<file path="src/logic/elrh_pkg.sv">
/*
  Shared constants for the extended log read handler: command fields,
  log addresses, sector layouts, status bits and register offsets.
  Assumes a 32-bit AXI4-Lite register bus and byte-wide log streaming.
*/
package elrh_pkg;
  localparam logic [7:0] CMD_LOG_READ = 8'h2F;
  localparam logic [7:0] LOG_DIR = 8'h00;
  localparam logic [7:0] LOG_ERR = 8'h03;
  localparam logic [7:0] LOG_SELFTEST = 8'h07;
  localparam logic [7:0] LOG_QERR = 8'h10;
  localparam logic [7:0] LOG_PHY = 8'h11;
  localparam logic [7:0] LOG_HOST_LO = 8'h80;
  localparam logic [7:0] LOG_HOST_HI = 8'h9F;
  localparam logic [15:0] HOST_LOG_SECTORS = 16'h0010;
  localparam logic [15:0] ONE_SECTOR = 16'h0001;
  localparam logic [15:0] DIR_VERSION = 16'h0001;
  localparam logic [7:0] ERR_VERSION = 8'h01;
  localparam logic [8:0] LAST_BYTE = 9'h1FF;
  localparam logic [8:0] ERR_IDX_LO = 9'h002;
  localparam logic [8:0] ERR_IDX_HI = 9'h003;
  localparam logic [8:0] ERR_ENTRY0 = 9'h004;
  localparam logic [8:0] ERR_ENTRY_END = 9'h1F4;
  localparam logic [8:0] ERR_CNT_LO = 9'h1F4;
  localparam logic [8:0] ERR_CNT_HI = 9'h1F5;
  localparam logic [6:0] ENTRY_BYTES = 7'h7C;
  localparam logic [6:0] ENT_ERRREG = 7'h5B;
  localparam logic [6:0] ENT_STATUS = 7'h65;
  localparam logic [2:0] ERR_SLOTS = 3'h4;
  // Status and error flag bit positions
  localparam int ST_ERR = 0;
  localparam int ST_DRQ = 3;
  localparam int ST_DSC = 4;
  localparam int ST_RDY = 6;
  localparam int ST_BSY = 7;
  localparam int ER_ABT = 2;
  // Register byte offsets
  localparam logic [7:0] REG_CTRL = 8'h00;
  localparam logic [7:0] REG_STATUS = 8'h04;
  localparam logic [7:0] REG_ERRINFO = 8'h08;
  localparam logic [7:0] REG_PHY = 8'h0C;
  localparam logic [1:0] RESP_OKAY = 2'h0;
  localparam logic [1:0] RESP_SLVERR = 2'h2;
  typedef enum logic [1:0] {
    ST_IDLE = 2'b00,
    ST_SEND = 2'b01,
    ST_WAIT = 2'b10
  } elrh_state_t;
endpackage

</file>
<file path="src/logic/elrh_top.sv">
/*
  Extended log read handler: decodes the log read command, validates it,
  streams 512-byte log sectors with one interrupt per block, keeps the
  error log ring and the physical-layer event counter.
  Assumes the command fields arrive on a one-cycle strobe and the host side
  drains bytes with valid/ready; registers sit behind AXI4-Lite.
*/
`timescale 1ns/10ps
module elrh_top #(
  parameter int CNT_W = 16
) (
  // Clock and reset
  input wire logic aclk,
  input wire logic aresetn,
  // Command block from the link
  input wire logic cmd_valid,
  input wire logic [7:0] cmd_opcode,
  input wire logic cmd_phy_reset,
  input wire logic [7:0] cmd_count_cur,
  input wire logic [7:0] cmd_count_prev,
  input wire logic [7:0] cmd_addr_lo,
  input wire logic [7:0] cmd_addr_mid_cur,
  input wire logic [7:0] cmd_addr_mid_prev,
  // Device error events
  input wire logic dev_error,
  input wire logic dev_error_faulty_cmd,
  input wire logic phy_event,
  // Log data stream to the host
  output logic log_valid,
  output logic [7:0] log_data,
  output logic log_last,
  input wire logic log_ready,
  output logic host_intr,
  output logic [7:0] command_status_flags,
  output logic [7:0] command_error_flags,
  // AXI4-Lite slave
  input wire logic [7:0] s_axi_awaddr,
  input wire logic s_axi_awvalid,
  output logic s_axi_awready,
  input wire logic [31:0] s_axi_wdata,
  input wire logic [3:0] s_axi_wstrb,
  input wire logic s_axi_wvalid,
  output logic s_axi_wready,
  output logic [1:0] s_axi_bresp,
  output logic s_axi_bvalid,
  input wire logic s_axi_bready,
  input wire logic [7:0] s_axi_araddr,
  input wire logic s_axi_arvalid,
  output logic s_axi_arready,
  output logic [31:0] s_axi_rdata,
  output logic [1:0] s_axi_rresp,
  output logic s_axi_rvalid,
  input wire logic s_axi_rready
);
  elrh_pkg::elrh_state_t state_q;
  logic [7:0] log_q;
  logic [15:0] sect_q, left_q;
  logic [8:0] byte_q;
  logic [7:0] sum_q;
  logic phy_clr_q;
  logic [7:0] status_q, error_q;
  logic [2:0] err_idx_q;
  logic [15:0] err_cnt_q;
  logic [3:0] slot_used_q;
  logic [7:0] slot_err_q [4];
  logic [7:0] slot_stat_q [4];
  logic [CNT_W-1:0] phy_cnt_q;
  logic [3:0] enable_q;
  logic [7:0] byte_d;
  logic aw_hold_q, w_hold_q;
  logic [7:0] aw_addr_q;
  logic [31:0] w_data_q;
  logic [3:0] w_strb_q;

  // Sector size of each supported log, zero for absent logs
  function automatic logic [15:0] log_size(input logic [7:0] a);
    if (a == elrh_pkg::LOG_DIR || a == elrh_pkg::LOG_ERR || a == elrh_pkg::LOG_SELFTEST ||
        a == elrh_pkg::LOG_QERR || a == elrh_pkg::LOG_PHY) begin
      return elrh_pkg::ONE_SECTOR;
    end else if (a >= elrh_pkg::LOG_HOST_LO && a <= elrh_pkg::LOG_HOST_HI) begin
      return elrh_pkg::HOST_LOG_SECTORS;
    end else begin
      return 16'h0000;
    end
  endfunction

  // Feature-set enable per log group, written by software
  function automatic logic log_enabled(input logic [7:0] a, input logic [3:0] en);
    if (a == elrh_pkg::LOG_ERR || a == elrh_pkg::LOG_SELFTEST) begin
      return en[0];
    end else if (a == elrh_pkg::LOG_QERR) begin
      return en[1];
    end else if (a == elrh_pkg::LOG_PHY) begin
      return en[2];
    end else if (a >= elrh_pkg::LOG_HOST_LO) begin
      return en[3];
    end else begin
      return 1'b1;
    end
  endfunction

  wire [15:0] req_count = {cmd_count_prev, cmd_count_cur};
  wire [15:0] req_sect = {cmd_addr_mid_prev, cmd_addr_mid_cur};
  wire [15:0] req_size = log_size(cmd_addr_lo);
  wire cmd_ok = req_size != 16'h0000 && log_enabled(cmd_addr_lo, enable_q) &&
    req_count != 16'h0000 && req_sect < req_size &&
    {1'b0, req_count} <= {1'b0, req_size} - {1'b0, req_sect};
  wire cmd_go = cmd_valid && cmd_opcode == elrh_pkg::CMD_LOG_READ && state_q == elrh_pkg::ST_IDLE;
  wire beat = log_valid && log_ready;
  wire [8:0] in_err = byte_q - elrh_pkg::ERR_ENTRY0;
  wire [6:0] ent_off = 7'(in_err % 9'(elrh_pkg::ENTRY_BYTES));
  wire [1:0] ent_num = 2'(in_err / 9'(elrh_pkg::ENTRY_BYTES));

  // Directory entry for the log whose address is half the byte offset
  wire [15:0] dir_size = log_size(byte_q[8:1]);

  // Byte generator for the sector at byte_q; reserved bytes read zero.
  // The directory has no checksum: its last byte is the high byte of the count of log FFh.
  always_comb begin
    byte_d = 8'h00;
    if (byte_q == elrh_pkg::LAST_BYTE && log_q != elrh_pkg::LOG_QERR &&
        log_q != elrh_pkg::LOG_DIR) begin
      byte_d = 8'(8'h00 - sum_q);
    end else if (log_q == elrh_pkg::LOG_DIR && sect_q == 16'h0000) begin
      if (byte_q == 9'h000) begin
        byte_d = elrh_pkg::DIR_VERSION[7:0];
      end else if (byte_q == 9'h001) begin
        byte_d = elrh_pkg::DIR_VERSION[15:8];
      end else begin
        byte_d = byte_q[0] ? dir_size[15:8] : dir_size[7:0];
      end
    end else if (log_q == elrh_pkg::LOG_ERR) begin
      if (byte_q == 9'h000) begin
        byte_d = elrh_pkg::ERR_VERSION;
      end else if (byte_q == elrh_pkg::ERR_IDX_LO) begin
        byte_d = {5'h00, err_idx_q};
      end else if (byte_q == elrh_pkg::ERR_CNT_LO) begin
        byte_d = err_cnt_q[7:0];
      end else if (byte_q == elrh_pkg::ERR_CNT_HI) begin
        byte_d = err_cnt_q[15:8];
      end else if (byte_q >= elrh_pkg::ERR_ENTRY0 && byte_q < elrh_pkg::ERR_ENTRY_END &&
                   slot_used_q[ent_num]) begin
        if (ent_off == elrh_pkg::ENT_ERRREG) begin
          byte_d = slot_err_q[ent_num];
        end else if (ent_off == elrh_pkg::ENT_STATUS) begin
          byte_d = slot_stat_q[ent_num];
        end
      end
    end else if (log_q == elrh_pkg::LOG_SELFTEST && byte_q == 9'h000) begin
      byte_d = elrh_pkg::ERR_VERSION; // empty 48-bit format log, revision only
    end else if (log_q == elrh_pkg::LOG_PHY && byte_q[8:1] == 8'h01) begin
      byte_d = byte_q[0] ? 8'(phy_cnt_q >> 8) : 8'(phy_cnt_q);
    end
  end

  // Command sequencer: one DRQ block per sector
  always_ff @(posedge aclk) begin
    if (!aresetn) begin
      state_q <= elrh_pkg::ST_IDLE;
      log_q <= 8'h00;
      sect_q <= 16'h0000;
      left_q <= 16'h0000;
      byte_q <= 9'h000;
      sum_q <= 8'h00;
      phy_clr_q <= 1'b0;
      log_data <= 8'h00;
      host_intr <= 1'b0;
    end else begin
      host_intr <= 1'b0;
      case (state_q)
        elrh_pkg::ST_IDLE: begin
          if (cmd_go && cmd_ok) begin
            log_q <= cmd_addr_lo;
            sect_q <= req_sect;
            left_q <= req_count;
            byte_q <= 9'h000;
            sum_q <= 8'h00;
            phy_clr_q <= cmd_phy_reset && cmd_addr_lo == elrh_pkg::LOG_PHY;
            state_q <= elrh_pkg::ST_WAIT;
          end
        end
        elrh_pkg::ST_WAIT: begin
          // One cycle to register the byte so data comes from a flip-flop
          log_data <= byte_d;
          state_q <= elrh_pkg::ST_SEND;
        end
        elrh_pkg::ST_SEND: begin
          if (beat) begin
            sum_q <= sum_q + log_data;
            byte_q <= byte_q + 9'h001;
            state_q <= elrh_pkg::ST_WAIT;
            if (byte_q == elrh_pkg::LAST_BYTE) begin
              host_intr <= 1'b1;
              sum_q <= 8'h00;
              sect_q <= sect_q + 16'h0001;
              left_q <= left_q - 16'h0001;
              if (left_q == 16'h0001) begin
                state_q <= elrh_pkg::ST_IDLE;
                phy_clr_q <= 1'b0;
              end
            end
          end
        end
        default: state_q <= elrh_pkg::ST_IDLE;
      endcase
    end
  end

  assign log_valid = state_q == elrh_pkg::ST_SEND;
  assign log_last = log_valid && byte_q == elrh_pkg::LAST_BYTE;
  wire phy_clear = log_last && log_ready && left_q == 16'h0001 && phy_clr_q;

  // Task file flags; abort leaves no data phase
  always_ff @(posedge aclk) begin
    if (!aresetn) begin
      status_q <= 8'h00;
      error_q <= 8'h00;
    end else if (cmd_go && !cmd_ok) begin
      status_q <= 8'h00;
      status_q[elrh_pkg::ST_RDY] <= 1'b1;
      status_q[elrh_pkg::ST_ERR] <= 1'b1;
      error_q <= 8'h00;
      error_q[elrh_pkg::ER_ABT] <= 1'b1;
    end else if (cmd_go) begin
      status_q <= 8'h00;
      status_q[elrh_pkg::ST_BSY] <= 1'b1;
      error_q <= 8'h00;
    end else if (state_q != elrh_pkg::ST_IDLE) begin
      status_q <= 8'h00;
      status_q[elrh_pkg::ST_DRQ] <= 1'b1;
    end else if (status_q[elrh_pkg::ST_DRQ] || status_q[elrh_pkg::ST_BSY]) begin
      status_q <= 8'h00;
      status_q[elrh_pkg::ST_RDY] <= 1'b1;
      status_q[elrh_pkg::ST_DSC] <= 1'b1;
    end
  end
  assign command_status_flags = status_q;
  assign command_error_flags = error_q;

  // Physical-layer event counter; an event in the clearing cycle is kept as a count of 1
  always_ff @(posedge aclk) begin
    if (!aresetn) begin
      phy_cnt_q <= '0;
    end else if (phy_event) begin
      phy_cnt_q <= phy_clear ? CNT_W'(1) : phy_cnt_q + CNT_W'(1);
    end else if (phy_clear) begin
      phy_cnt_q <= '0;
    end
  end

  // Error log ring; faulty-command errors are not recorded
  wire log_err = dev_error && !dev_error_faulty_cmd;
  wire [2:0] next_idx = err_idx_q == elrh_pkg::ERR_SLOTS ? 3'h1 : err_idx_q + 3'h1;
  always_ff @(posedge aclk) begin
    if (!aresetn) begin
      err_idx_q <= 3'h0;
      err_cnt_q <= 16'h0000;
      slot_used_q <= 4'h0;
      for (int i = 0; i < 4; i++) begin
        slot_err_q[i] <= 8'h00;
        slot_stat_q[i] <= 8'h00;
      end
    end else if (log_err) begin
      err_idx_q <= next_idx;
      slot_used_q[2'(next_idx - 3'h1)] <= 1'b1;
      slot_err_q[2'(next_idx - 3'h1)] <= error_q;
      slot_stat_q[2'(next_idx - 3'h1)] <= status_q;
      if (err_cnt_q != 16'hFFFF) begin
        err_cnt_q <= err_cnt_q + 16'h0001;
      end
    end
  end

  // AXI4-Lite write: address and data taken in either order
  assign s_axi_awready = !aw_hold_q && !s_axi_bvalid;
  assign s_axi_wready = !w_hold_q && !s_axi_bvalid;
  always_ff @(posedge aclk) begin
    if (!aresetn) begin
      aw_hold_q <= 1'b0;
      w_hold_q <= 1'b0;
      aw_addr_q <= 8'h00;
      w_data_q <= 32'h0000_0000;
      w_strb_q <= 4'h0;
      s_axi_bvalid <= 1'b0;
      s_axi_bresp <= elrh_pkg::RESP_OKAY;
      enable_q <= 4'hF;
    end else begin
      if (s_axi_awvalid && s_axi_awready) begin
        aw_hold_q <= 1'b1;
        aw_addr_q <= s_axi_awaddr;
      end
      if (s_axi_wvalid && s_axi_wready) begin
        w_hold_q <= 1'b1;
        w_data_q <= s_axi_wdata;
        w_strb_q <= s_axi_wstrb;
      end
      if (aw_hold_q && w_hold_q) begin
        aw_hold_q <= 1'b0;
        w_hold_q <= 1'b0;
        s_axi_bvalid <= 1'b1;
        if (aw_addr_q[7:2] == elrh_pkg::REG_CTRL[7:2]) begin
          s_axi_bresp <= elrh_pkg::RESP_OKAY;
          if (w_strb_q[0]) begin
            enable_q <= w_data_q[3:0];
          end
        end else begin
          s_axi_bresp <= elrh_pkg::RESP_SLVERR;
        end
      end else if (s_axi_bvalid && s_axi_bready) begin
        s_axi_bvalid <= 1'b0;
      end
    end
  end

  // AXI4-Lite read: answer one cycle after the address is taken
  assign s_axi_arready = !s_axi_rvalid;
  always_ff @(posedge aclk) begin
    if (!aresetn) begin
      s_axi_rvalid <= 1'b0;
      s_axi_rdata <= 32'h0000_0000;
      s_axi_rresp <= elrh_pkg::RESP_OKAY;
    end else if (s_axi_arvalid && s_axi_arready) begin
      s_axi_rvalid <= 1'b1;
      s_axi_rresp <= elrh_pkg::RESP_OKAY;
      if (s_axi_araddr[7:2] == elrh_pkg::REG_CTRL[7:2]) begin
        s_axi_rdata <= {28'h000_0000, enable_q};
      end else if (s_axi_araddr[7:2] == elrh_pkg::REG_STATUS[7:2]) begin
        s_axi_rdata <= {14'h0000, state_q, error_q, status_q};
      end else if (s_axi_araddr[7:2] == elrh_pkg::REG_ERRINFO[7:2]) begin
        s_axi_rdata <= {13'h0000, err_idx_q, err_cnt_q};
      end else if (s_axi_araddr[7:2] == elrh_pkg::REG_PHY[7:2]) begin
        s_axi_rdata <= 32'(phy_cnt_q);
      end else begin
        s_axi_rdata <= 32'h0000_0000;
        s_axi_rresp <= elrh_pkg::RESP_SLVERR;
      end
    end else if (s_axi_rvalid && s_axi_rready) begin
      s_axi_rvalid <= 1'b0;
    end
  end

  // Checks
  chk_abort_no_data: assert property (@(posedge aclk) disable iff (!aresetn)
    cmd_go && !cmd_ok |=> state_q == elrh_pkg::ST_IDLE && error_q[elrh_pkg::ER_ABT])
    else $error("aborted command started data");
  chk_start_read: assert property (@(posedge aclk) disable iff (!aresetn)
    cmd_go && cmd_ok |=> state_q == elrh_pkg::ST_WAIT && sect_q == $past(req_sect))
    else $error("valid read did not start");
  chk_intr_block: assert property (@(posedge aclk) disable iff (!aresetn)
    log_last && log_ready |=> host_intr)
    else $error("no interrupt after block");
  chk_intr_cause: assert property (@(posedge aclk) disable iff (!aresetn)
    host_intr |-> $past(log_last && log_ready))
    else $error("spurious interrupt");
  chk_idx_range: assert property (@(posedge aclk) disable iff (!aresetn)
    err_idx_q <= elrh_pkg::ERR_SLOTS)
    else $error("error index out of range");
  chk_faulty_skip: assert property (@(posedge aclk) disable iff (!aresetn)
    dev_error && dev_error_faulty_cmd |=> $stable(err_idx_q) && $stable(err_cnt_q))
    else $error("faulty command was logged");
  chk_cnt_sat: assert property (@(posedge aclk) disable iff (!aresetn)
    err_cnt_q == 16'hFFFF |=> err_cnt_q == 16'hFFFF)
    else $error("error count wrapped");
  chk_phy_clear: assert property (@(posedge aclk) disable iff (!aresetn)
    phy_clear && !phy_event |=> phy_cnt_q == '0)
    else $error("counter not cleared");
  chk_dir_version: assert property (@(posedge aclk) disable iff (!aresetn)
    state_q == elrh_pkg::ST_WAIT && log_q == elrh_pkg::LOG_DIR && sect_q == 16'h0000 &&
    byte_q == 9'h000 |=> log_data == elrh_pkg::DIR_VERSION[7:0])
    else $error("directory version wrong");
endmodule

</file>
<file path="config.mk">
export PLATFORM = sky130hd
export DESIGN_NAME = elrh_top
export DESIGN_NICKNAME = d
export VERILOG_FILES = /design/src/logic/elrh_pkg.sv /design/src/logic/elrh_top.sv
export SDC_FILE = /design/constraint.sdc
export NUM_CORES = 1
export LEC_CHECK = 0
export ABC_AREA = 1
export ABC_CLOCK_PERIOD_IN_PS = 5830
export BUFFER_PORTS_ARGS = -buffer_cell sky130_fd_sc_hd__buf_2
export CAP_MARGIN = 25
export CORE_ASPECT_RATIO = 1.75
export CORE_MARGIN = 8
export CORE_UTILIZATION = 40
export CTS_CLUSTER_SIZE = 24
export DETAILED_ROUTE_END_ITERATION = 12
export PLACE_DENSITY = 0.67
export REMOVE_ABC_BUFFERS = 1
export SLEW_MARGIN = 30
export SYNTH_ARGS = -nofsm -noshare
export SYNTH_HDL_FRONTEND = slang
export SYNTH_SLANG_ARGS = --single-unit
</file>
<file path="constraint.sdc">
create_clock -name aclk -period 5.83 [get_ports aclk]
set_clock_uncertainty 0.1 [all_clocks]
set_input_delay 0.583 -clock aclk [delete_from_list [all_inputs] [get_ports aclk]]
set_output_delay 0.583 -clock aclk [all_outputs]
set_load 0.05 [all_outputs]
</file>
# [Word-level counts from Yosys, hierarchy flattened]
# Memories as Yosys holds them, arrays and structs flattened.
# Index checks and enable logic that the tools add are counted.
[totals] ff_bits=171 inputBits=113 mem_count=2 latch_bits=0 mem_bits_rw=24 word_cells=260 mem_bits_ro=0
[op_classes] muxes=87 eq_ne=33 add_sub_neg=11 n_mul=0 div_mod_pow=2 reduce_logical=83 shift=0 n_bitwise=2 order_cmp=11
[mem_list] name="slot_stat_q" words=4 width=5 read_ports=1 rd_clocked_by_memory_dff=0 write_ports=4 line_no="elrh_top.sv:66" text="logic [7:0] slot_stat_q [4];"
[mem_list] name="slot_err_q" words=4 width=1 read_ports=1 rd_clocked_by_memory_dff=0 write_ports=4 line_no="elrh_top.sv:65" text="logic [7:0] slot_err_q [4];"
[ops] operator="16-bit 2-to-1 mux" count=11
[ops] operator="8-bit 2-to-1 mux" count=22
[ops] operator="16-bit case mux with 2 select lines" count=2
[ops] operator="19-bit 2-to-1 mux" count=3
[ops] operator="16-bit by 1-bit adder with 16-bit output (second input constant)" count=3
[ops] operator="8-bit by 5-bit equality test with 1-bit output (second input constant)" count=5
[ops] operator="1-bit logical AND" count=33
[ops] operator="16-bit nonzero test" count=2
[ops] operator="9-bit equality test (second input constant)" count=3
[ops] operator="8-bit by 2-bit equality test with 1-bit output (second input constant)" count=3
[ops] operator="8-bit by 3-bit equality test with 1-bit output (second input constant)" count=3
[ops] operator="8-bit zero test" count=3
[ops] operator="1-bit 2-to-1 mux" count=22
[ops] operator="2-bit 2-to-1 mux" count=11
[ops] operator="5-bit 2-to-1 mux" count=4
[ops] operator="9-bit 2-to-1 mux" count=2
[ops] operator="9-bit case mux with 2 select lines" count=1
[ops] operator="16-bit by 17-bit less-or-equal comparator with 1-bit output" count=1
[ops] operator="16-bit by 16-bit subtractor with 17-bit output" count=1
[ops] operator="16-bit by 1-bit equality test with 1-bit output (second input constant)" count=1
[ops] operator="8-bit greater-or-equal comparator (second input constant)" count=2
[ops] operator="8-bit less-or-equal comparator (second input constant)" count=2
[ops] operator="16-bit zero test" count=1
[ops] operator="16-bit < comparator" count=1
[ops] operator="other kinds (53)" count=87

# [Logic depth before layout (Yosys ltp)]
# Gate-level depths: netlist (run 1).
[logic_depth] ltp_word=14 depth_mapped=37 depth_no_buf=37

# [Worst setup path before layout (run 1)]
# Ideal clock, no wire load.
[synth_timing] path_type="input port to flip-flop" start="input cmd_addr_lo[6]" end="register phy_cnt_q[13]" n_path_buf=1 path_slack_ns=0.975 arrival_time_ns=4.625 path_stages=30 required_time_ns=5.600 setup_ns=0.130 cell_sequence="nor2_1 nand3_1 nor4_1 nor2_1 ha_1 inv_1 ha_1 nand2_1 nor2_1 nor2_1 nor2_1 nand2_1 inv_1 nand3_1 nor4_1 xor2_1 ha_1 nand4_1 or2_2 o41ai_1 nand3_1 nand2_1 nand2_1 nor2_1 inv_1 nor2_1 nand3_1 nand2_1 buf_2 nor3_1"
[synth_lines] element="from (decl)" line_no="elrh_top.sv:21" text="input wire logic [7:0] cmd_addr_lo,"
[synth_lines] element="to (signal assigned)" line_no="elrh_top.sv:245" text="phy_cnt_q <= phy_clear ? CNT_W'(1) : phy_cnt_q + CNT_W'(1);"
[synth_lines] element="to (decl)" line_no="elrh_top.sv:67" text="logic [CNT_W-1:0] phy_cnt_q;"

# [Worst setup path in the final report (run 1)]
[layout_timing] start="input cmd_addr_lo[6]" end="register byte_q[7]"
[layout_via] elab_chain_cells=14
[layout_lines] element="parallel branches: the longest is 10 deep, another holds 16-bit by 16-bit subtractor with 17-bit output"
[layout_lines] element="1-bit logical AND *" line_no="elrh_top.sv:106" text="req_count != 16'h0000 && req_sect < req_size &&"
[layout_lines] element="1-bit logical AND *" line_no="elrh_top.sv:172" text="if (cmd_go && cmd_ok) begin"
[layout_lines] element="2-bit by 1-bit inequality test with 1-bit output (no source line) *"
[layout_lines] element="3-bit AND reduction (no source line) *"
[layout_lines] element="to (signal assigned)" line_no="elrh_top.sv:190" text="byte_q <= byte_q + 9'h001;"
[layout_lines] element="to (decl)" line_no="elrh_top.sv:58" text="logic [8:0] byte_q;"
# Every way passes the cells marked *.
# A chain may end at the register's enable or synchronous reset.

==> metrics.md, run 1 <==
| Metric | Value |
|---|---|
| Largest net degree at the start of global routing | 84 |
| Routing usage on met1 | 19.36% |
| Die area | 33850 sq um |
| Initial DRC count | 629 |
| Max VDD drop | 0.0001412 V |
| Routed wire per std cell | 16.10 um |
| Setup bufs post-CTS | 0 |
| # port buffers | 120 |
| Num CTS Buffers | 17 |
| Die Wd | 142.5 um |
| Endpoints failing setup | 0 |
| Ratio of final minimum period to clock period | 89.56% |
| Sequential cell area | 3774 sq um |
| Synth top area share | 28.04% |
| Fillers | 2934 |
| Met3 GRT Util | 3.033% |
| CP bufs+invs | 5 |
| CP Class | in -> reg |
| Asr flop ratio synth | 0% |
| Synth cell count leaders | nand2_1 (265), inv_1 (232), nor2_1 (223), dfxtp_1 (157), o21ai_0 (138) |
| Mean Syn Cell Area | 6.848 sq um |
| Leakage power | 0.005454 uW |
| Fmax | 191.5 MHz |
| GR peak layer | met2 |
| Drt first pass iters | 5 |
| Post-Route WL | 34340 um |
| Synthesis-stage register bit count | 178 |
| Clock sink count | 178 |
| Worst Tran Pin Value | 0.8785 ns |
| Count leader, synth | nand2_1 |
| Number of global-route vias before repair | 10970 |
| Status | finished clean |
| Worst-case clock buffer depth | 2 |
| Final nets | 1911 |
| Worst-Skew Late Latency | 0.45 ns |
| Die height | 237.5 um |
| Placer Congestion | 0.9336 |
| Ant diodes | 0 |
| CTS resizes | 0 |
| Slowest cell on crit path | o41ai_1 |
| Critical Path RT | 6.08 ns |
| Most used DFF post-synth | dfxtp_1 |
| RSZ-0062 raised after global routing | no |
| Gr usage total | 20.22% |
| Cell taking the most area after synthesis | dfxtp_1 |
| Initial antenna violation count | 1 |
| Worst path max stage delay | 0.39 ns |
| Clock slew at reported path FFs | 0.07 ns |
| Worst Setup End Kind | flip-flop |
| Pwr Density | 216.6 nW/um^2 |
| Final min period | 5.221 ns |
| Synth Instances | 1637 |
| Final Hold Vio Count | 0 |
| Kind of cell adding the most delay to the critical path | simple AND/OR/NAND/NOR gates |
| Via/cell ratio | 5.283 |
| CTS tree | built |
| Ys Warns | 0 |
| Hold_buf cts | 0 |
| CP arrival | 5.47 ns |
| Number of flops mapped to enable cells by yosys | 21 |
| Post-synth cell types | 61 |
| Final HPWL from detailed placement | 27380 um |
| DR vias | 11270 |
| DRC Markers | 0 |
| Ranking of synthesized cells by area | dfxtp_1 (28%), nand2_1 (8.9%), inv_1 (7.8%) |
| Core area | 27770 sq um |
| Worst min-delay path class | in -> reg |
| I/O Pins | 181 |
| Slew headroom | 41.44% |
| Fraction of layout cells with a size suffix above 1 | 12.22% |
| Core Util, Final | 45.79% |
| Initial Util | 40.37% |
| Post-Syn Area | 11210 sq um |
| GR Util met2 | 39.40% |
| First-pass GRT wire length | 54220 um |
| FP Rows | 81 |
| Seq/Total Area, Yosys | 33.66% |
| Total Power | 2754 uW |
| CP Launch Type | primary input |
| Maxcap violations | 0 |
| Final Max Tran Viols | 0 |
| H-tree Lvls | 4 |
| Clk root buf | clkbuf_16 |
| Worst Path Max Fanout | 7 |
| ANT nets after route | 0 |
| GR Overflow Total | 0 |
| Area growth, synth to finish | 13.43% |
| Area of the multi-input gates | 6250 sq um |
==> routing by layer <==
metal  vias to the layer above  part of all wire, %  routed length [um]
li1                       5643                    -                   -
met1                      5227                   36               12400
met2                       310                   55               18920
met3                        86                  3.9                1332
met4                         2                  4.9                1678
met5                         -                0.038                  13
==> tightest hold or removal path: cells and delay by family <==
kind | cells | cell delay [ns]
buffers and inverters | 2 | 0.11
AO/OA/AOI/OAI | 1 | 0.05
AND/OR/NAND/NOR | 1 | 0.04
==> logic make-up after synthesis <==
logic type,synth area share (%)
xor gates and xnor gates,2.266
and+or+nand+nor,27.78
buffers and inverters,11.43
AOI/OAI and AO/OA,19.06
adders and majority gates,5.760
DFF,33.66
other,0.03345
==> metrics by stage <==
stage	hold slack (ns)	area [sq um]	std cells	TNS [ns]	worst slack, ns
floorplan	0.3160	10930	1596	-0.08425	-0.08425
global placement	0.3269	12110	2101	0	0.1989
detailed placement	0.3329	12110	2101	0	0.08159
CTS	0.2615	12710	2133	0	0.5197
global route	0.2770	12710	2133	0	0.01098
finish	0.2754	12710	2133	0	0.6086
==> area by class of cell <==
class                   instances  share of cell area (%)
clock inverters                12                   1.132
multi-input cells            1177                   49.15
repair buffers                132                   5.629
well taps                     373                   3.671
clock buffers                  20                   3.602
flip-flops and latches        178                   29.68
inverters                     241                   7.134
==> sequential cells by signal (all words and copies together) (netlist names), 2 cells and up <==
name	count
log_q	8
enable_q	4
phy_cnt_q	16
s_axi_rdata	19
slot_stat_q	20
aw_addr_q	6
sect_q	16
w_data_q	4
byte_q	9
slot_err_q	4
sum_q	8
state_q	2
err_cnt_q	16
left_q	16
err_idx_q	3
log_data	8
command_status_flags	5
slot_used_q	4
==> final timing paths <==
kind | to | depth (start not counted) | startpoint | slack, ns
worst max-delay path | byte_q[7]$_SDFFE_PN0P_ | 32 | cmd_addr_lo[6] | 0.61
worst min-delay path | s_axi_bvalid$_SDFFE_PN0P_ | 4 | s_axi_bready | 0.28
worst max register to register | log_data[0]$_SDFFE_PN0N_ | 31 | byte_q[2]$_SDFFE_PN0P_ | 1.38
worst min register to register | log_q[5]$_SDFFE_PN0P_ | 2 | log_q[5]$_SDFFE_PN0P_ | 0.34
==> power by group <==
group / internal (uW) / leakage (uW) / total [uW] / switching [uW]
clock: 668 / 0.000296 / 1200 / 529
sequential: 1260 / 0.00149 / 1270 / 13.3
combinational: 79.3 / 0.00367 / 282 / 203
total: 2010 / 0.00545 / 2750 / 745
==> cells in the final DEF (no fill, tap or decap), types with 12 or more instances in the layout <==
cell type and count:
a21oi_1 123, a31oi_1 21, buf_2 120, clkbuf_16 18, conb_1 25, dfxtp_1 157, edfxtp_1 21, ha_1 50
inv_1 232, nand2_1 265, nand2_2 12, nand3_1 74, nand4_1 21, nor2_1 223, nor3_1 43, nor4_1 19
o211ai_1 18, o21ai_0 138, o22ai_1 27, xor2_1 22
Note: power is estimated with default switching activity, not from simulation.
==> run 2: changes to the inputs <==
- ABC_AREA: 1 -> unset
==> run 2 against run 1 <==
  * Sequential power about the same
  * Global-route usage up 0.27 points
  * Worst hold slack worse by 0.054 ns
  * Non-clock buffer count up 10
  * Critical endpoint is now sect_q[15]$_SDFFE_PN0P_
==> metrics.md, run 2 <==
| Metric | Value |
|---|---|
| Initial Util | 40.38% (was 40.37%) |
| Largest regs | slot_stat_q: 20 flops, s_axi_rdata: 19 flops (unchanged) |
| Asr flop ratio synth | 0% (unchanged) |
| CTS resizes | 0 (unchanged) |
| Largest net degree at the start of global routing | 77 (was 84) |
| Fmax | 196.5 MHz (was 191.5 MHz) |
| Final HPWL from detailed placement | 26030 um (was 27380 um) |
| Worst setup margin | 0.7413 ns (was 0.6086 ns) |
| Placer Congestion | 0.9546 (was 0.9336) |
| Pre-CTS setup slack | 0.2668 ns (was 0.08159 ns) |
| Area growth, synth to finish | 12.37% (was 13.43%) |
| Core area | 27030 sq um (was 27770 sq um) |
| Worst Setup End Kind | flip-flop (unchanged) |
| Max VDD drop | 0.0001910 V (was 0.0001412 V) |
| Via/cell ratio | 5.922 (was 5.283) |
| Initial antenna violation count | 1 (unchanged) |
| CP Launch Type | primary input (unchanged) |
| RSZ-0062 raised after global routing | no (unchanged) |
| Die Wd | 140.9 um (was 142.5 um) |
| Ranking of synthesized cells by area | dfxtp_1 (29%), edfxtp_1 (5.8%), ha_1 (5.7%) (was dfxtp_1 (28%), nand2_1 (8.9%), inv_1 (7.8%)) |
| Ratio of final minimum period to clock period | 87.28% (was 89.56%) |
| I/O Pins | 181 (unchanged) |
| Synth top area share | 28.80% (was 28.04%) |
| Routed wire per std cell | 19.28 um (was 16.10 um) |
| Worst Path Max Fanout | 27 (was 7) |
| Clock sink count | 178 (unchanged) |
| FP Rows | 80 (was 81) |
| Final nets | 1589 (was 1911) |
| Initial DRC count | 674 (was 629) |
| Fraction of layout cells with a size suffix above 1 | 15.30% (was 12.22%) |
| Most flops, register | slot_stat_q (unchanged) |
| Setup bufs post-CTS | 0 (unchanged) |
| # port buffers | 120 (unchanged) |
| Final min period | 5.089 ns (was 5.221 ns) |
| Dpl cells | 1734 (was 2101) |
| Number of global-route vias before repair | 10470 (was 10970) |
| Ys Warns | 0 (unchanged) |
| DR vias | 10460 (was 11270) |
| Clock slew at reported path FFs | 0.07 ns (about the same) |
| Post-synth cell types | 77 (was 61) |
| Synth cell count leaders | dfxtp_1 (157), nor2_1 (157), nand2_1 (135), a21oi_1 (100), clkbuf_1 (67) (was nand2_1 (265), inv_1 (232), nor2_1 (223), dfxtp_1 (157), o21ai_0 (138)) |
| Worst-Skew Late Latency | 0.45 ns (about the same) |
| DRC Markers | 0 (unchanged) |
| WHS | 0.2212 ns (was 0.2754 ns) |
| Most used DFF post-synth | dfxtp_1 (unchanged) |
| Synth Instances | 1343 (was 1637) |
| Die height | 234.5 um (was 237.5 um) |
| First-pass GRT wire length | 53560 um (was 54220 um) |
| Worst Tran Pin Value | 0.8039 ns (was 0.8785 ns) |
| Slew headroom | 46.41% (was 41.44%) |
| Post-Syn Area | 10910 sq um (was 11210 sq um) |
| Clk root buf | clkbuf_16 (unchanged) |
| Total Power | 2635 uW (was 2754 uW) |
| ANT nets after route | 0 (unchanged) |
| Final Max Tran Viols | 0 (unchanged) |
| Worst-case clock buffer depth | 2 (unchanged) |
| Seq/Total Area, Yosys | 34.58% (was 33.66%) |
| Status | finished clean (unchanged) |
| CP arrival | 5.32 ns (was 5.47 ns) |
| GR Overflow Total | 0 (unchanged) |
| Drt first pass iters | 5 (unchanged) |
| Cell taking the most area after synthesis | dfxtp_1 (unchanged) |
| Worst min-delay path class | in -> reg (unchanged) |
| Number of non-filler instances in the completed layout | 1766 (was 2133) |
| Hold_buf cts | 0 (unchanged) |
| Maxcap violations | 0 (unchanged) |
| Ant diodes | 0 (unchanged) |
| Synthesis-stage register bit count | 178 (unchanged) |
| Post-Route WL | 34050 um (was 34340 um) |
| CP Class | in -> reg (unchanged) |
| Leakage power | 0.004954 uW (was 0.005454 uW) |
| H-tree Lvls | 4 (unchanged) |
| Core Util, Final | 45.38% (was 45.79%) |
| R2R cell count | 16 (was 31) |
| Final Hold Vio Count | 0 (unchanged) |
| CTS tree | built (unchanged) |
| Gr usage total | 20.50% (was 20.22%) |
| Max FFs per register | 20 (unchanged) |
| Number of flops mapped to enable cells by yosys | 21 (unchanged) |
| Endpoints failing setup | 0 (unchanged) |
| Critical Path RT | 6.06 ns (was 6.08 ns) |
| Hold path cells | 2 (was 4) |
| Die area | 33040 sq um (was 33850 sq um) |
| Pwr Density | 214.9 nW/um^2 (was 216.6 nW/um^2) |
| Mean Syn Cell Area | 8.127 sq um (was 6.848 sq um) |
| Commonest non-fill, non-tap cells in the layout | nor2_1 (157), dfxtp_1 (157), nand2_1 (135) (was nand2_1 (265), inv_1 (232), nor2_1 (223)) |
| Num CTS Buffers | 17 (unchanged) |
## run 2: worst paths after layout
path                                     start                            to  slack [ns]
setup reg to reg        byte_q[2]$_SDFFE_PN0P_      log_data[6]$_SDFFE_PN0N_        0.92
hold / removal                    s_axi_rready     s_axi_rvalid$_SDFFE_PN0P_        0.22
hold reg to reg   s_axi_rdata[16]$_SDFFE_PN0P_  s_axi_rdata[16]$_SDFFE_PN0P_        0.35
setup / recovery                cmd_addr_lo[3]       sect_q[15]$_SDFFE_PN0P_        0.74
## run 2: layer usage
layer	global-route usage, %	routed length [um]	vias to the layer above
met4	13.90	1931	2
met2	39.05	18350	346
met1	19.86	12190	5023
met5	0	13	-
li1	-	-	4979
met3	3.350	1562	108
## run 2: final cells by class
type	count	area, sq um
fillers	2717	14760
inverters	39	147.6
clock inverters	12	90.09
well taps	328	410.4
clock buffers	20	467.9
repair buffers	142	778.2
multi-input cells	1047	6596
flip-flops and latches	178	3774
## run 2: logic make-up (layout without fill, tap and decap cells)
group | after synthesis | after routing | synth area share (%)
DFF | 178 | 178 | 34.58
xor gates and xnor gates | 60 | 60 | 4.815
other | 1 | 25 | 0.03436
and+or+nand+nor | 562 | 562 | 24.98
buffers and inverters | 142 | 213 | 5.915
AOI/OAI and AO/OA | 296 | 296 | 18.48
muxes | 53 | 53 | 5.285
adders and majority gates | 51 | 51 | 5.915
## run 2: report_power, final
part | leakage (uW) | switching, uW | total, uW | internal (uW)
Clock | 0.000275 | 527 | 1120 | 589
Combinational | 0.00319 | 170 | 249 | 79.0
Sequential | 0.00149 | 13.6 | 1270 | 1260
## run 2: metrics by stage
step	cell area, sq um	TNS, ns
3_3_place_gp	11710	0
4_1_cts	12260	0
2_1_floorplan	10510	-52.85
3_5_place_dp	11710	0
5_1_grt	12260	0
6_report	12260	0
## run 2: worst max-delay path: stages
cell      delay, ns
buf_2          0.11
or4_1          0.59
nor2_1         0.17
inv_1          0.07
ha_1           0.19
inv_1          0.08
ha_1           0.21
a21oi_1        0.08
or2_2          0.32
nor4_1         0.40
nand2b_1       0.13
xnor2_1        0.15
ha_1           0.29
nand4_1        0.12
nor2_1         0.16
nand2_1        0.09
a21oi_1        0.11
o21ai_0        0.10
buf_4          0.18
a21oi_4        0.43
buf_4          0.39
a21oi_1        0.07
o221a_2        0.28
==> run 3: changes to the inputs <==
- CORE_MARGIN: 8 -> unset
- SETUP_SLACK_MARGIN: unset -> 0.4
==> run 3 against run 2 <==
  * Die area down 15%
  * Fmax down 0.58%
  * Worst setup slack worse by 0.030 ns
  * Critical path type unchanged
  * Non-clock buffer count grew 6
  * Routed wire length rose by 0.51%
  * Via count down 1.0%
  * Largest power group unchanged
  * Sequential share of layout area down 0.12 points
  * Worst hold slack lost 0.021 ns
  * Global-route usage rose by 4.4 points
  * Highest routed layer is now met4
  * Flip-flop and latch count is the same
  * Total power increased by 1.1%
==> metrics.md, run 3 (same netlist as run 2, synthesis figures left out) <==
| Metric | Value |
|---|---|
| Sequential Power Share | 47.7% (was 48.2%) |
| DRC Markers | 0 (unchanged) |
| Commonest non-fill, non-tap cells in the layout | nor2_1 (157), dfxtp_1 (157), nand2_1 (134) (was nor2_1 (157), dfxtp_1 (157), nand2_1 (135)) |
| Die height | 220.5 um (was 234.5 um) |
| Largest net degree at the start of global routing | 67 (was 77) |
| ANT nets after route | 0 (unchanged) |
| GR Overflow Total | 0 (unchanged) |
| Ratio of final minimum period to clock period | 87.79% (was 87.28%) |
| Placed cell areas | 11730 sq um (was 11710 sq um) |
| Number of global-route vias before repair | 9918 (was 10470) |
| Pwr Density | 216.3 nW/um^2 (was 214.9 nW/um^2) |
| Combinational fraction of design power | 9.2% (was 9.4%) |
| Worst Setup End Kind | flip-flop (unchanged) |
| Worst min-delay path class | in -> reg (unchanged) |
| CP arrival | 5.39 ns (was 5.32 ns) |
| H-tree Lvls | 4 (unchanged) |
| Kind of cell adding the most delay to the critical path | simple AND/OR/NAND/NOR gates (unchanged) |
| Slew headroom | 39.79% (was 46.41%) |
| Max FFs per register | 20 (unchanged) |
| Worst-case clock buffer depth | 2 (unchanged) |
| Metal2 WL | 18150 um (was 18350 um) |
| Fmax | 195.4 MHz (was 196.5 MHz) |
| Core area | 26690 sq um (was 27030 sq um) |
| # port buffers | 120 (unchanged) |
| Fraction of layout cells with a size suffix above 1 | 15.73% (was 15.30%) |
| Initial Util | 40.90% (was 40.38%) |
| CP bufs+invs | 5 (unchanged) |
| Most frequent CP cell | ha_1 |
| Total Power | 2664 uW (was 2635 uW) |
| Final nets | 1595 (was 1589) |
| Drt first pass iters | 5 (unchanged) |
| Routed wire per std cell | 19.37 um (was 19.28 um) |
| Final HPWL from detailed placement | 26040 um (was 26030 um) |
| Worst Tran Pin Value | 0.9032 ns (was 0.8039 ns) |
| CP Class | in -> reg (unchanged) |
| Area growth, synth to finish | 12.82% (was 12.37%) |
| Gr usage total | 24.87% (was 20.50%) |
| Maxcap violations | 0 (unchanged) |
| Via/cell ratio | 5.858 (was 5.922) |
| Clock sink count | 178 (unchanged) |
| Setup bufs post-CTS | 0 (unchanged) |
| Switch Pwr | 711.0 uW (was 710.0 uW) |
| CP Launch Type | primary input (unchanged) |
| Status | finished clean (unchanged) |
| Final Max Tran Viols | 0 (unchanged) |
| Setup TNS | 0 ns (unchanged) |
| FP Rows | 79 (was 80) |
| Top Layer Used | met4 (was met5) |
| Worst Path Max Fanout | 21 (was 27) |
| Hold_buf cts | 0 (unchanged) |
| WHS | 0.2005 ns (was 0.2212 ns) |
| Endpoints failing setup | 0 (unchanged) |
| Metal-1 WL | 12260 um (was 12190 um) |
| Initial antenna violation count | 0 (was 1) |
| Worst setup margin | 0.7118 ns (was 0.7413 ns) |
| I/O Pins | 181 (unchanged) |
| DR vias | 10350 (was 10460) |
| Leakage power | 0.004980 uW (was 0.004954 uW) |
| Final Hold Vio Count | 0 (unchanged) |
| Final min period | 5.118 ns (was 5.089 ns) |
| Die Wd | 126.9 um (was 140.9 um) |
| Most flops, register | slot_stat_q (unchanged) |
| CTS resizes | 0 (unchanged) |
| Switching Fraction | 26.69% (was 26.94%) |
| Pre-CTS setup slack | 0.2281 ns (was 0.2668 ns) |
| Post-Route WL | 34220 um (was 34050 um) |
| Largest regs | slot_stat_q: 20 flops, s_axi_rdata: 19 flops (unchanged) |
| Clk root buf | clkbuf_16 (unchanged) |
| Placer Congestion | 0.9890 (was 0.9546) |
| Worst-Skew Late Latency | 0.46 ns (was 0.45 ns) |
| Final Cell Area | 12310 sq um (was 12260 sq um) |
| Clock slew at reported path FFs | 0.07 ns (about the same) |
| Max VDD drop | 0.0001878 V (was 0.0001910 V) |
| CTS tree | built (unchanged) |
| P_int | 1953 uW (was 1925 uW) |
| Ant diodes | 0 (unchanged) |
| Die area | 27980 sq um (was 33040 sq um) |
| First-pass GRT wire length | 53010 um (was 53560 um) |
| Crit-path cells | buf_2, or4_1, nor2_1, inv_1, ha_1, inv_1, ha_1, a21oi_1, or2_2, nor4_1, buf_4, nand2b_1, xnor2_1, ha_1, nand4_1, nor2_1, nand2_1, nor4_1, nor3_1, o21ai_1, a21oi_4, buf_4, or3_1, a21oi_1 (was buf_2, or4_1, nor2_1, inv_1, ha_1, inv_1, ha_1, a21oi_1, or2_2, nor4_1, nand2b_1, xnor2_1, ha_1, nand4_1, nor2_1, nand2_1, a21oi_1, o21ai_0, buf_4, a21oi_4, buf_4, a21oi_1, o221a_2) |
| Num CTS Buffers | 17 (unchanged) |
| RSZ-0062 raised after global routing | no (unchanged) |
| Initial DRC count | 581 (was 674) |
| Critical Path RT | 6.10 ns (was 6.06 ns) |
| Met3 routed WL | 1372 um (was 1562 um) |
| Worst path max stage delay | 0.58 ns (was 0.59 ns) |
| Slowest cell on crit path | or4_1 (unchanged) |
| Clock Power Share | 43.1% (was 42.3%) |
==> run 3: per-stage QoR <==
step	utilization, %	instances
finish	46.14	1767
global route	46.14	1767
CTS	46.13	1767
detailed placement	43.97	1736
global placement	43.97	1736
floorplan	-	1264
==> run 3: power groups by stage <==
stage          Combinational (uW)  Clock [uW]  Sequential (uW)
6_report                      244        1150             1270
5_1_grt                       267        1220             1270
4_1_cts                       245        1170             1270
3_5_place_dp                  244           0             1300
3_3_place_gp                  240           0             1300
2_1_floorplan                 149           0             1300
==> run 3: final timing paths <==
kind	cells past startpoint	endpoint	slack, ns	startpoint
hold reg to reg	2	s_axi_rdata[7]$_SDFFE_PN0P_	0.35	s_axi_rdata[7]$_SDFFE_PN0P_
hold / removal	2	s_axi_rvalid$_SDFFE_PN0P_	0.20	s_axi_rready
setup / recovery	24	sum_q[6]$_SDFFE_PN0P_	0.71	cmd_addr_lo[3]
setup reg to reg	17	log_data[2]$_SDFFE_PN0N_	1.05	byte_q[2]$_SDFFE_PN0P_
==> run 3: cell type report <==
cell class	instances	area, sq um
multi-input combinational	1047	6599
tap	324	405.4
clock buffer	19	452.9
inverter	39	147.6
clock inverter	12	123.9
timing repair buffer	148	810.8
fill	2665	14380
sequential	178	3774
==> run 3: metal layers <==
metal  vias to the layer above  track usage [%]
met3                       113            4.183
met2                       343            46.74
met1                      4907            24.19
li1                       4988                -
met4                         0            18.73
met5                         -                0
